### src/design/pcfd_pkg.sv
package pcfd_pkg;

  // ==========================================================================
  // Fuse vector layout
  // ==========================================================================
  localparam int FUSE_W = 96;
  localparam int PRIMARY_X16_LIMIT_BIT = 45;
  localparam int PRIMARY_PORT_ABSENT_BIT = 44;
  localparam int SECONDARY_X16_LIMIT_BIT = 43;
  localparam int SECONDARY_PORT_ABSENT_BIT = 42;

  // ==========================================================================
  // Device-enable register
  // ==========================================================================
  localparam logic [7:0] DEVICE_ENABLE_REG_OFFSET = 8'h54;
  localparam int DEV1_ENABLE_BIT = 1;
  localparam int DEV6_ENABLE_BIT = 13;
  localparam logic [31:0] DEVICE_ENABLE_REG_RESET = 32'h0000_2003;

  // ==========================================================================
  // Register offsets of this block
  // ==========================================================================
  localparam logic [7:0] FUSE_LO_OFFSET = 8'h00;
  localparam logic [7:0] FUSE_MID_OFFSET = 8'h04;
  localparam logic [7:0] FUSE_HI_OFFSET = 8'h08;
  localparam logic [7:0] PORT_STATUS_OFFSET = 8'h0C;
  localparam logic [7:0] PORT_CTRL_OFFSET = 8'h10;
  localparam logic [7:0] CAP_PTR_RESET = 8'h40;
  localparam logic [7:0] CAP_PTR_ABSENT = 8'h00;

  // ==========================================================================
  // Port control register fields
  // ==========================================================================
  localparam logic [3:0] PORT_CTRL_RESET = 4'hC;
  localparam int PRI_REVERSAL_BIT = 0;
  localparam int SEC_REVERSAL_BIT = 1;
  localparam int PRI_TRAIN_REQ_BIT = 2;
  localparam int SEC_TRAIN_REQ_BIT = 3;

  // ==========================================================================
  // Link width encodings
  // ==========================================================================
  localparam logic [5:0] LINK_WIDTH_X16 = 6'h10;
  localparam logic [5:0] LINK_WIDTH_X8 = 6'h08;

  localparam int LANES = 16;
  localparam logic [15:0] LANES_ALL_ON = 16'hFFFF;

endpackage : pcfd_pkg

### src/design/pcfd_port.sv
`timescale 1ns/100ps
module pcfd_port (
  input wire logic limit_i,
  input wire logic absent_i,
  input wire logic reversal_i,
  input wire logic train_req_i,
  output logic [15:0] lane_enable_o,
  output logic [5:0] max_width_o,
  output logic [7:0] cap_ptr_o,
  output logic train_enable_o,
  output logic io_decode_enable_o
);

  always_comb begin
    if (absent_i) begin
      lane_enable_o = 16'h0000; // [RULE11]
    end else if (limit_i && reversal_i) begin
      lane_enable_o = 16'hFF00; // [RULE4]
    end else if (limit_i) begin
      lane_enable_o = 16'h00FF; // [RULE1] [RULE2]
    end else begin
      lane_enable_o = 16'hFFFF; // [RULE5]
    end
  end

  assign max_width_o = limit_i ? pcfd_pkg::LINK_WIDTH_X8 : pcfd_pkg::LINK_WIDTH_X16; // [RULE3]
  assign cap_ptr_o = absent_i ? pcfd_pkg::CAP_PTR_ABSENT : pcfd_pkg::CAP_PTR_RESET; // [RULE10]
  assign train_enable_o = train_req_i && !absent_i; // [RULE11]
  assign io_decode_enable_o = !absent_i; // [RULE10]

endmodule : pcfd_port

### src/design/pcfd_top.sv
// What this block does
// [RULE1] Primary limit fuse: train primary lanes 7:0 only
// [RULE2] Secondary limit fuse: train secondary lanes 7:0 only
// [RULE3] Limited port reports max width x8
// [RULE4] Limited and reversed: lanes 15:8 active instead
// [RULE5] Primary limit clear: full x16 capable
// [RULE6] Primary present: device 1 stays enabled
// [RULE7] Primary absent: device 1 enable forced zero
// [RULE8] Secondary present: device 6 stays enabled
// [RULE9] Secondary absent: device 6 enable forced zero
// [RULE10] Absent port: null pointer, no IO decode
// [RULE11] Absent port: all lanes down, no training
// [RULE12] Fuses read-only, latched at reset
//
// Added by the designer: the placing of the registers and strobed register access.
`timescale 1ns/100ps
module pcfd_top (
  input wire logic clk_i,
  input wire logic reset_i,
  input wire logic [95:0] fuse_i,
  input wire logic [7:0] addr_i,
  input wire logic [31:0] wdata_i,
  input wire logic wr_i,
  input wire logic rd_i,
  output logic [31:0] rdata_o,
  output logic [15:0] pri_lane_enable_o,
  output logic [15:0] sec_lane_enable_o,
  output logic [5:0] pri_max_width_o,
  output logic [5:0] sec_max_width_o,
  output logic [7:0] pri_cap_ptr_o,
  output logic [7:0] sec_cap_ptr_o,
  output logic pri_train_enable_o,
  output logic sec_train_enable_o,
  output logic pri_io_decode_enable_o,
  output logic sec_io_decode_enable_o,
  output logic dev1_enabled_o,
  output logic dev6_enabled_o
);

  // ==========================================================================
  // Helpers
  // ==========================================================================
  // Register decode and status packing are shared by several paths.
  function automatic logic reg_hit(input logic strobe, input logic [7:0] addr,
    input logic [7:0] offset);
    return strobe && (addr == offset);
  endfunction : reg_hit

  // Width codes sit in the low six bits of a status byte.
  function automatic logic [7:0] width_byte(input logic [5:0] width);
    return {2'b00, width};
  endfunction : width_byte

  // ==========================================================================
  // Fuse capture
  // ==========================================================================
  // Fuses come from outside the clock domain, so two stages before use.
  logic [95:0] fuse_sync1_q;
  logic [95:0] fuse_sync2_q;
  logic [95:0] fuse_q;
  logic reset_seen_q;
  logic capture_pend_q;

  always_ff @(posedge clk_i) begin
    fuse_sync1_q <= fuse_i;
    fuse_sync2_q <= fuse_sync1_q;
  end

  // Capture two edges after release so the synchroniser has settled.
  always_ff @(posedge clk_i) begin
    if (reset_i) begin
      reset_seen_q <= 1'b1;
      capture_pend_q <= 1'b0;
    end else begin
      reset_seen_q <= 1'b0;
      capture_pend_q <= reset_seen_q;
    end
  end

  // Writes never reach this register; only the post-reset capture loads it.
  always_ff @(posedge clk_i) begin
    if (reset_i) begin
      fuse_q <= 96'h0;
    end else if (capture_pend_q) begin
      fuse_q <= fuse_sync2_q; // [RULE12]
    end
  end

  logic primary_x16_limit;
  logic primary_port_absent;
  logic secondary_x16_limit;
  logic secondary_port_absent;
  assign primary_x16_limit = fuse_q[pcfd_pkg::PRIMARY_X16_LIMIT_BIT];
  assign primary_port_absent = fuse_q[pcfd_pkg::PRIMARY_PORT_ABSENT_BIT];
  assign secondary_x16_limit = fuse_q[pcfd_pkg::SECONDARY_X16_LIMIT_BIT];
  assign secondary_port_absent = fuse_q[pcfd_pkg::SECONDARY_PORT_ABSENT_BIT];

  // ==========================================================================
  // Software control
  // ==========================================================================
  // Bit0/1: lane reversal primary/secondary, bit2/3: training request.
  logic [3:0] port_ctrl_q;
  logic [31:0] device_enable_reg_q;

  always_ff @(posedge clk_i) begin
    if (reset_i) begin
      port_ctrl_q <= pcfd_pkg::PORT_CTRL_RESET;
    end else if (reg_hit(wr_i, addr_i, pcfd_pkg::PORT_CTRL_OFFSET)) begin
      port_ctrl_q <= wdata_i[3:0];
    end
  end

  always_ff @(posedge clk_i) begin
    if (reset_i) begin
      device_enable_reg_q <= pcfd_pkg::DEVICE_ENABLE_REG_RESET;
    end else if (reg_hit(wr_i, addr_i, pcfd_pkg::DEVICE_ENABLE_REG_OFFSET)) begin
      device_enable_reg_q <= wdata_i;
    end
  end

  // Hardwire rather than clear the stored bit, so a later fuse change is
  // never masked by a stale write.
  logic [31:0] device_enable_reg_view;
  always_comb begin
    device_enable_reg_view = device_enable_reg_q;
    if (primary_port_absent) begin
      device_enable_reg_view[pcfd_pkg::DEV1_ENABLE_BIT] = 1'b0; // [RULE7]
    end
    if (secondary_port_absent) begin
      device_enable_reg_view[pcfd_pkg::DEV6_ENABLE_BIT] = 1'b0; // [RULE9]
    end
  end

  logic dev1_enabled_d;
  logic dev6_enabled_d;
  assign dev1_enabled_d = device_enable_reg_view[pcfd_pkg::DEV1_ENABLE_BIT]; // [RULE6]
  assign dev6_enabled_d = device_enable_reg_view[pcfd_pkg::DEV6_ENABLE_BIT]; // [RULE8]

  // ==========================================================================
  // Port decode
  // ==========================================================================
  logic [15:0] pri_lane_enable_d;
  logic [5:0] pri_max_width_d;
  logic [7:0] pri_cap_ptr_d;
  logic pri_train_enable_d;
  logic pri_io_decode_enable_d;
  logic [15:0] sec_lane_enable_d;
  logic [5:0] sec_max_width_d;
  logic [7:0] sec_cap_ptr_d;
  logic sec_train_enable_d;
  logic sec_io_decode_enable_d;

  pcfd_port u_primary (
    .limit_i(primary_x16_limit),
    .absent_i(primary_port_absent),
    .reversal_i(port_ctrl_q[pcfd_pkg::PRI_REVERSAL_BIT]),
    .train_req_i(port_ctrl_q[pcfd_pkg::PRI_TRAIN_REQ_BIT]),
    .lane_enable_o(pri_lane_enable_d),
    .max_width_o(pri_max_width_d),
    .cap_ptr_o(pri_cap_ptr_d),
    .train_enable_o(pri_train_enable_d),
    .io_decode_enable_o(pri_io_decode_enable_d)
  );

  pcfd_port u_secondary (
    .limit_i(secondary_x16_limit),
    .absent_i(secondary_port_absent),
    .reversal_i(port_ctrl_q[pcfd_pkg::SEC_REVERSAL_BIT]),
    .train_req_i(port_ctrl_q[pcfd_pkg::SEC_TRAIN_REQ_BIT]),
    .lane_enable_o(sec_lane_enable_d),
    .max_width_o(sec_max_width_d),
    .cap_ptr_o(sec_cap_ptr_d),
    .train_enable_o(sec_train_enable_d),
    .io_decode_enable_o(sec_io_decode_enable_d)
  );

  // ==========================================================================
  // Output registers
  // ==========================================================================
  // Each level leaves through its own flop so the pins never glitch; the cost
  // is one more cycle after the fuse capture or a control write.
  logic [15:0] pri_lane_enable_q;
  logic [5:0] pri_max_width_q;
  logic [7:0] pri_cap_ptr_q;
  logic pri_train_enable_q;
  logic pri_io_decode_enable_q;

  logic [15:0] sec_lane_enable_q;
  logic [5:0] sec_max_width_q;
  logic [7:0] sec_cap_ptr_q;
  logic sec_train_enable_q;
  logic sec_io_decode_enable_q;

  logic dev1_enabled_q;
  logic dev6_enabled_q;

  // ==========================================================================
  // Primary port levels
  // ==========================================================================
  always_ff @(posedge clk_i) begin
    if (reset_i) begin
      pri_lane_enable_q <= pcfd_pkg::LANES_ALL_ON;
    end else begin
      pri_lane_enable_q <= pri_lane_enable_d;
    end
  end

  always_ff @(posedge clk_i) begin
    if (reset_i) begin
      pri_max_width_q <= pcfd_pkg::LINK_WIDTH_X16;
    end else begin
      pri_max_width_q <= pri_max_width_d;
    end
  end

  always_ff @(posedge clk_i) begin
    if (reset_i) begin
      pri_cap_ptr_q <= pcfd_pkg::CAP_PTR_RESET;
    end else begin
      pri_cap_ptr_q <= pri_cap_ptr_d;
    end
  end

  always_ff @(posedge clk_i) begin
    if (reset_i) begin
      pri_train_enable_q <= pcfd_pkg::PORT_CTRL_RESET[pcfd_pkg::PRI_TRAIN_REQ_BIT];
    end else begin
      pri_train_enable_q <= pri_train_enable_d;
    end
  end

  always_ff @(posedge clk_i) begin
    if (reset_i) begin
      pri_io_decode_enable_q <= 1'b1;
    end else begin
      pri_io_decode_enable_q <= pri_io_decode_enable_d;
    end
  end

  // ==========================================================================
  // Secondary port levels
  // ==========================================================================
  always_ff @(posedge clk_i) begin
    if (reset_i) begin
      sec_lane_enable_q <= pcfd_pkg::LANES_ALL_ON;
    end else begin
      sec_lane_enable_q <= sec_lane_enable_d;
    end
  end

  always_ff @(posedge clk_i) begin
    if (reset_i) begin
      sec_max_width_q <= pcfd_pkg::LINK_WIDTH_X16;
    end else begin
      sec_max_width_q <= sec_max_width_d;
    end
  end

  always_ff @(posedge clk_i) begin
    if (reset_i) begin
      sec_cap_ptr_q <= pcfd_pkg::CAP_PTR_RESET;
    end else begin
      sec_cap_ptr_q <= sec_cap_ptr_d;
    end
  end

  always_ff @(posedge clk_i) begin
    if (reset_i) begin
      sec_train_enable_q <= pcfd_pkg::PORT_CTRL_RESET[pcfd_pkg::SEC_TRAIN_REQ_BIT];
    end else begin
      sec_train_enable_q <= sec_train_enable_d;
    end
  end

  always_ff @(posedge clk_i) begin
    if (reset_i) begin
      sec_io_decode_enable_q <= 1'b1;
    end else begin
      sec_io_decode_enable_q <= sec_io_decode_enable_d;
    end
  end

  // ==========================================================================
  // Device enable levels
  // ==========================================================================
  always_ff @(posedge clk_i) begin
    if (reset_i) begin
      dev1_enabled_q <= pcfd_pkg::DEVICE_ENABLE_REG_RESET[pcfd_pkg::DEV1_ENABLE_BIT];
    end else begin
      dev1_enabled_q <= dev1_enabled_d;
    end
  end

  always_ff @(posedge clk_i) begin
    if (reset_i) begin
      dev6_enabled_q <= pcfd_pkg::DEVICE_ENABLE_REG_RESET[pcfd_pkg::DEV6_ENABLE_BIT];
    end else begin
      dev6_enabled_q <= dev6_enabled_d;
    end
  end

  assign pri_lane_enable_o = pri_lane_enable_q;
  assign pri_max_width_o = pri_max_width_q;
  assign pri_cap_ptr_o = pri_cap_ptr_q;
  assign pri_train_enable_o = pri_train_enable_q;
  assign pri_io_decode_enable_o = pri_io_decode_enable_q;
  assign sec_lane_enable_o = sec_lane_enable_q;
  assign sec_max_width_o = sec_max_width_q;
  assign sec_cap_ptr_o = sec_cap_ptr_q;
  assign sec_train_enable_o = sec_train_enable_q;
  assign sec_io_decode_enable_o = sec_io_decode_enable_q;
  assign dev1_enabled_o = dev1_enabled_q;
  assign dev6_enabled_o = dev6_enabled_q;

  // ==========================================================================
  // Read path
  // ==========================================================================
  logic [31:0] rdata_d;
  logic [31:0] rdata_q;

  always_comb begin
    rdata_d = 32'h0;
    if (rd_i) begin
      case (addr_i)
        pcfd_pkg::FUSE_LO_OFFSET: rdata_d = fuse_q[31:0];
        pcfd_pkg::FUSE_MID_OFFSET: rdata_d = fuse_q[63:32];
        pcfd_pkg::FUSE_HI_OFFSET: rdata_d = fuse_q[95:64];
        pcfd_pkg::PORT_STATUS_OFFSET: rdata_d = {pri_cap_ptr_o, sec_cap_ptr_o,
          width_byte(pri_max_width_o), width_byte(sec_max_width_o)};
        pcfd_pkg::PORT_CTRL_OFFSET: rdata_d = {28'h0, port_ctrl_q};
        pcfd_pkg::DEVICE_ENABLE_REG_OFFSET: rdata_d = device_enable_reg_view;
        default: rdata_d = 32'h0;
      endcase
    end
  end

  always_ff @(posedge clk_i) begin
    if (reset_i) begin
      rdata_q <= 32'h0;
    end else begin
      rdata_q <= rdata_d;
    end
  end

  assign rdata_o = rdata_q;

endmodule : pcfd_top

### config.mk
export PLATFORM = sky130hd
export DESIGN_NAME = pcfd_top
export DESIGN_NICKNAME = d
export VERILOG_FILES = /design/src/design/pcfd_pkg.sv /design/src/design/pcfd_port.sv /design/src/design/pcfd_top.sv
export SDC_FILE = /design/constraint.sdc
export NUM_CORES = 1
export LEC_CHECK = 0
export BUFFER_PORTS_ARGS = -buffer_cell sky130_fd_sc_hd__buf_4
export CAP_MARGIN = 40
export CORE_ASPECT_RATIO = 1.1
export CORE_MARGIN = 2
export CORE_UTILIZATION = 56
export CTS_BUF_LIST = sky130_fd_sc_hd__clkbuf_4
export DETAILED_ROUTE_END_ITERATION = 8
export PLACE_DENSITY = 0.82
export SYNTH_ARGS = -nofsm -noshare
export SYNTH_HDL_FRONTEND = slang
export SYNTH_SLANG_ARGS = --single-unit
export TNS_END_PERCENT = 30
### constraint.sdc
create_clock -name clk_i -period 2.5 [get_ports clk_i]
set_input_delay 0.25 -clock clk_i [delete_from_list [all_inputs] [get_ports clk_i]]
set_output_delay 0.25 -clock clk_i [all_outputs]
set_load 0.02 [all_outputs]
==> metrics <==
GRT Util Overall 26.79%; worst skew pair latency 690 ps; io pins 238; fin crit share 80.69%; detailed placement HPWL 16080 µm; initial antenna violation count 2; Pleak 6.445 nW; post-synthesis register bit count 372; most common cell after layout, fill and taps aside dfxtp_1; FP Rows 54; switching part of the total 23.17%; final hold slack 63.21 ps; pwr/cell area 788.7 mW/mm²; Yosys cell types 42; Clk pwr share 40.3%; peak supply drop 0.6239 mV; Worst EP arrival 2600 ps; CP Class primary input to flip-flop; final core utilization 76.87%; Remaining DRCs 0; crit path cell chain dlygate4sd3_1, buf_4, nor2_2, nand3b_1, o22a_1, nor2_1; fin crit period 2017 ps; FMAX 0.4957 GHz; crit path buf inv count 2; max cap viols 0; Routed WL 28780 µm; Setup WS post-layout 482.8 ps; sequential share of the synthesized area 66.87%; Int Pwr 9.158 mW; post-synthesis cell count 957; first-pass GRT wire length 44850 µm; Pwr Total 11.92 mW; headroom to the max-slew limit 52.57%; RSZ-0062 raised after global routing false; # setup viols final 0; via density per instance 5.063; Crit. End Element flip-flop; CTS root buf clkbuf_4; synthesized area 0.01114 mm²; Critical Path Source Type primary input; number of buffers created by CTS 87; maximum fanout along the worst path 12; Synth Flop Type dfxtp_1; Chip Width 138.5 µm; Routed WL per cell 17.63 µm; share of cells above drive strength 1 27.07%; clock skew after layout 41.40 ps; largest net degree at the start of global routing 65; status finished, final reports clean; clk sinks 372; vias in the first global route 8834; worst endpoint required time 3090 ps; Post-synth EDFFs 0; worst-case clock buffer depth 3; CTS tree built; Total Neg Setup Slack 0 ps; most frequent cells in the layout dfxtp_1 (371), buf_4 (230), nor2_1 (133), dlygate4sd3_1 (130), clkbuf_4 (128); gp weighted congestion 0.7760; Synth warnings 0; via count 8262; post-placement setup slack 420.7 ps; I/O Buffers 215; H-tree lvl count 3; die area 0.02103 mm²; Worst Tran Pin Value 711.4 ps; Area growth, synth to finish 35.70%; power share of the sequential group 52.8%; grt ovf 0; antenna-violating nets left 0; drt pass-1 iters 5; Starting DRT DRC Count 592; Net Sw Power 2.762 mW; Initial Util 56.64%; worst min path class primary input to flip-flop; Die H 151.9 µm; Placeable Area 0.01966 mm²; Top delay family on crit path simple AND/OR/NAND/NOR gates; Mean Syn Cell Area 11.64 µm²; Synth async-reset ratio 0%; clock transition at the registers of the reported paths 70 ps; Slew Limit Fails 0; Net count, final 1462; final hold violations 0; highest-delay cell along the critical path nand3b_1; Gate power share 6.9%; CP max stage delay 630 ps
-- synth_stat cells (all sizes together) (2+ instances only) --
master,n,share of area (%)
a211o,2,0.16
mux2i,127,11
nor2,134,4.5
inv,7,0.24
buf,68,4.2
a21boi,2,0.13
a2bb2oi,2,0.16
o2bb2ai,3,0.24
clkbuf,40,1.3
o21a,2,0.13
a21oi,31,1.4
nand3,6,0.27
nand2b,5,0.28
nand2,65,2.2
dfxtp,372,67
and2,2,0.11
a22o,3,0.24
nor2b,3,0.17
a222oi,5,0.45
or4,2,0.17
a21o,5,0.34
o21ai,5,0.22
o22a,22,1.7
a22oi,26,1.8
nand3b,6,0.40
-- through the flow --
| step | cell area (µm²) | instances |
|---|---|---|
| global placement | 12710 | 1354 |
| detailed placement | 12730 | 1355 |
| global route | 15110 | 1632 |
| finish | 15110 | 1632 |
| floorplan | 11220 | 978 |
| CTS | 15110 | 1630 |
-- layer usage --
| metal | up-vias | wire, µm | part of all wire [%] | GRT usage, % |
|---|---|---|---|---|
| met5 | - | 0 | 0 | 0 |
| met4 | 0 | 1282 | 4.5 | 15.21 |
| met3 | 98 | 1740 | 6.0 | 6.209 |
| met2 | 388 | 14760 | 51 | 47.85 |
| met1 | 3870 | 11000 | 38 | 29.16 |
| li1 | 3906 | - | - | - |
-- area by class of cell --
class / instances / area, µm²
inverters: 7 / 26.28
flip-flops and latches: 372 / 7451
well taps: 252 / 315.3
repair buffers: 363 / 3083
multi-input cells: 491 / 3154
clock inverters: 17 / 117.6
diodes: 2 / 5.005
fillers: 1198 / 4548
clock buffers: 128 / 960.9
-- worst register-to-register path, cell delays in order (launching register included) --
cell and delay [ps]:
dfxtp_1 330, mux4_2 500, a222oi_1 330, nor2_1 70
-- registers in the layout (all words and copies together), names as in the netlist, 2 cells and up --
| signal | cells |
|---|---|
| device_enable_reg_q | 32 |
| pri_max_width_o | 2 |
| pri_lane_enable_o | 2 |
| fuse_sync1_q | 96 |
| rdata_o | 32 |
| sec_max_width_o | 2 |
| port_ctrl_q | 4 |
| fuse_q | 96 |
| sec_lane_enable_o | 2 |
| fuse_sync2_q | 96 |
-- worst paths after layout --
path / from / end / slack (ps) / cells past startpoint
setup / recovery: addr_i[4] / rdata_o[28] / 480 / 6
hold / removal: wr_i / port_ctrl_q[3] / 60 / 4
setup reg to reg: sec_max_width_o[3] / rdata_o[3] / 1140 / 3
hold reg to reg: fuse_sync1_q[69] / fuse_sync2_q[69] / 320 / 0
-- cell families (layout without fill, tap and decap cells) --
logic type             count (synthesis)  in the layout  synth area share (%)
AO/OA/AOI/OAI                        109            109                 7.022
other                                  1             24               0.03367
AND/OR/NAND/NOR                      231            231                 8.617
multiplexers                         129            129                 11.72
flip-flops                           372            372                 66.87
buffers and inverters                115            515                 5.741
-- power by group through the flow --
| stage | Sequential, mW | Combinational, mW | Clock (mW) |
|---|---|---|---|
| global placement | 6.41 | 0.621 | 0 |
| finish | 6.29 | 0.822 | 4.81 |
| global route | 6.31 | 0.873 | 5.21 |
| CTS | 6.28 | 0.801 | 4.82 |
| floorplan | 6.38 | 0.390 | 0 |
| detailed placement | 6.42 | 0.635 | 0 |
-- repair_timing --
action,in CTS,in global routing
buffers inserted,0,0
gates resized for setup,0,0
endpoints found under the hold margin,134,0
hold buffers,130,0
(Power assumes the default switching activity.)
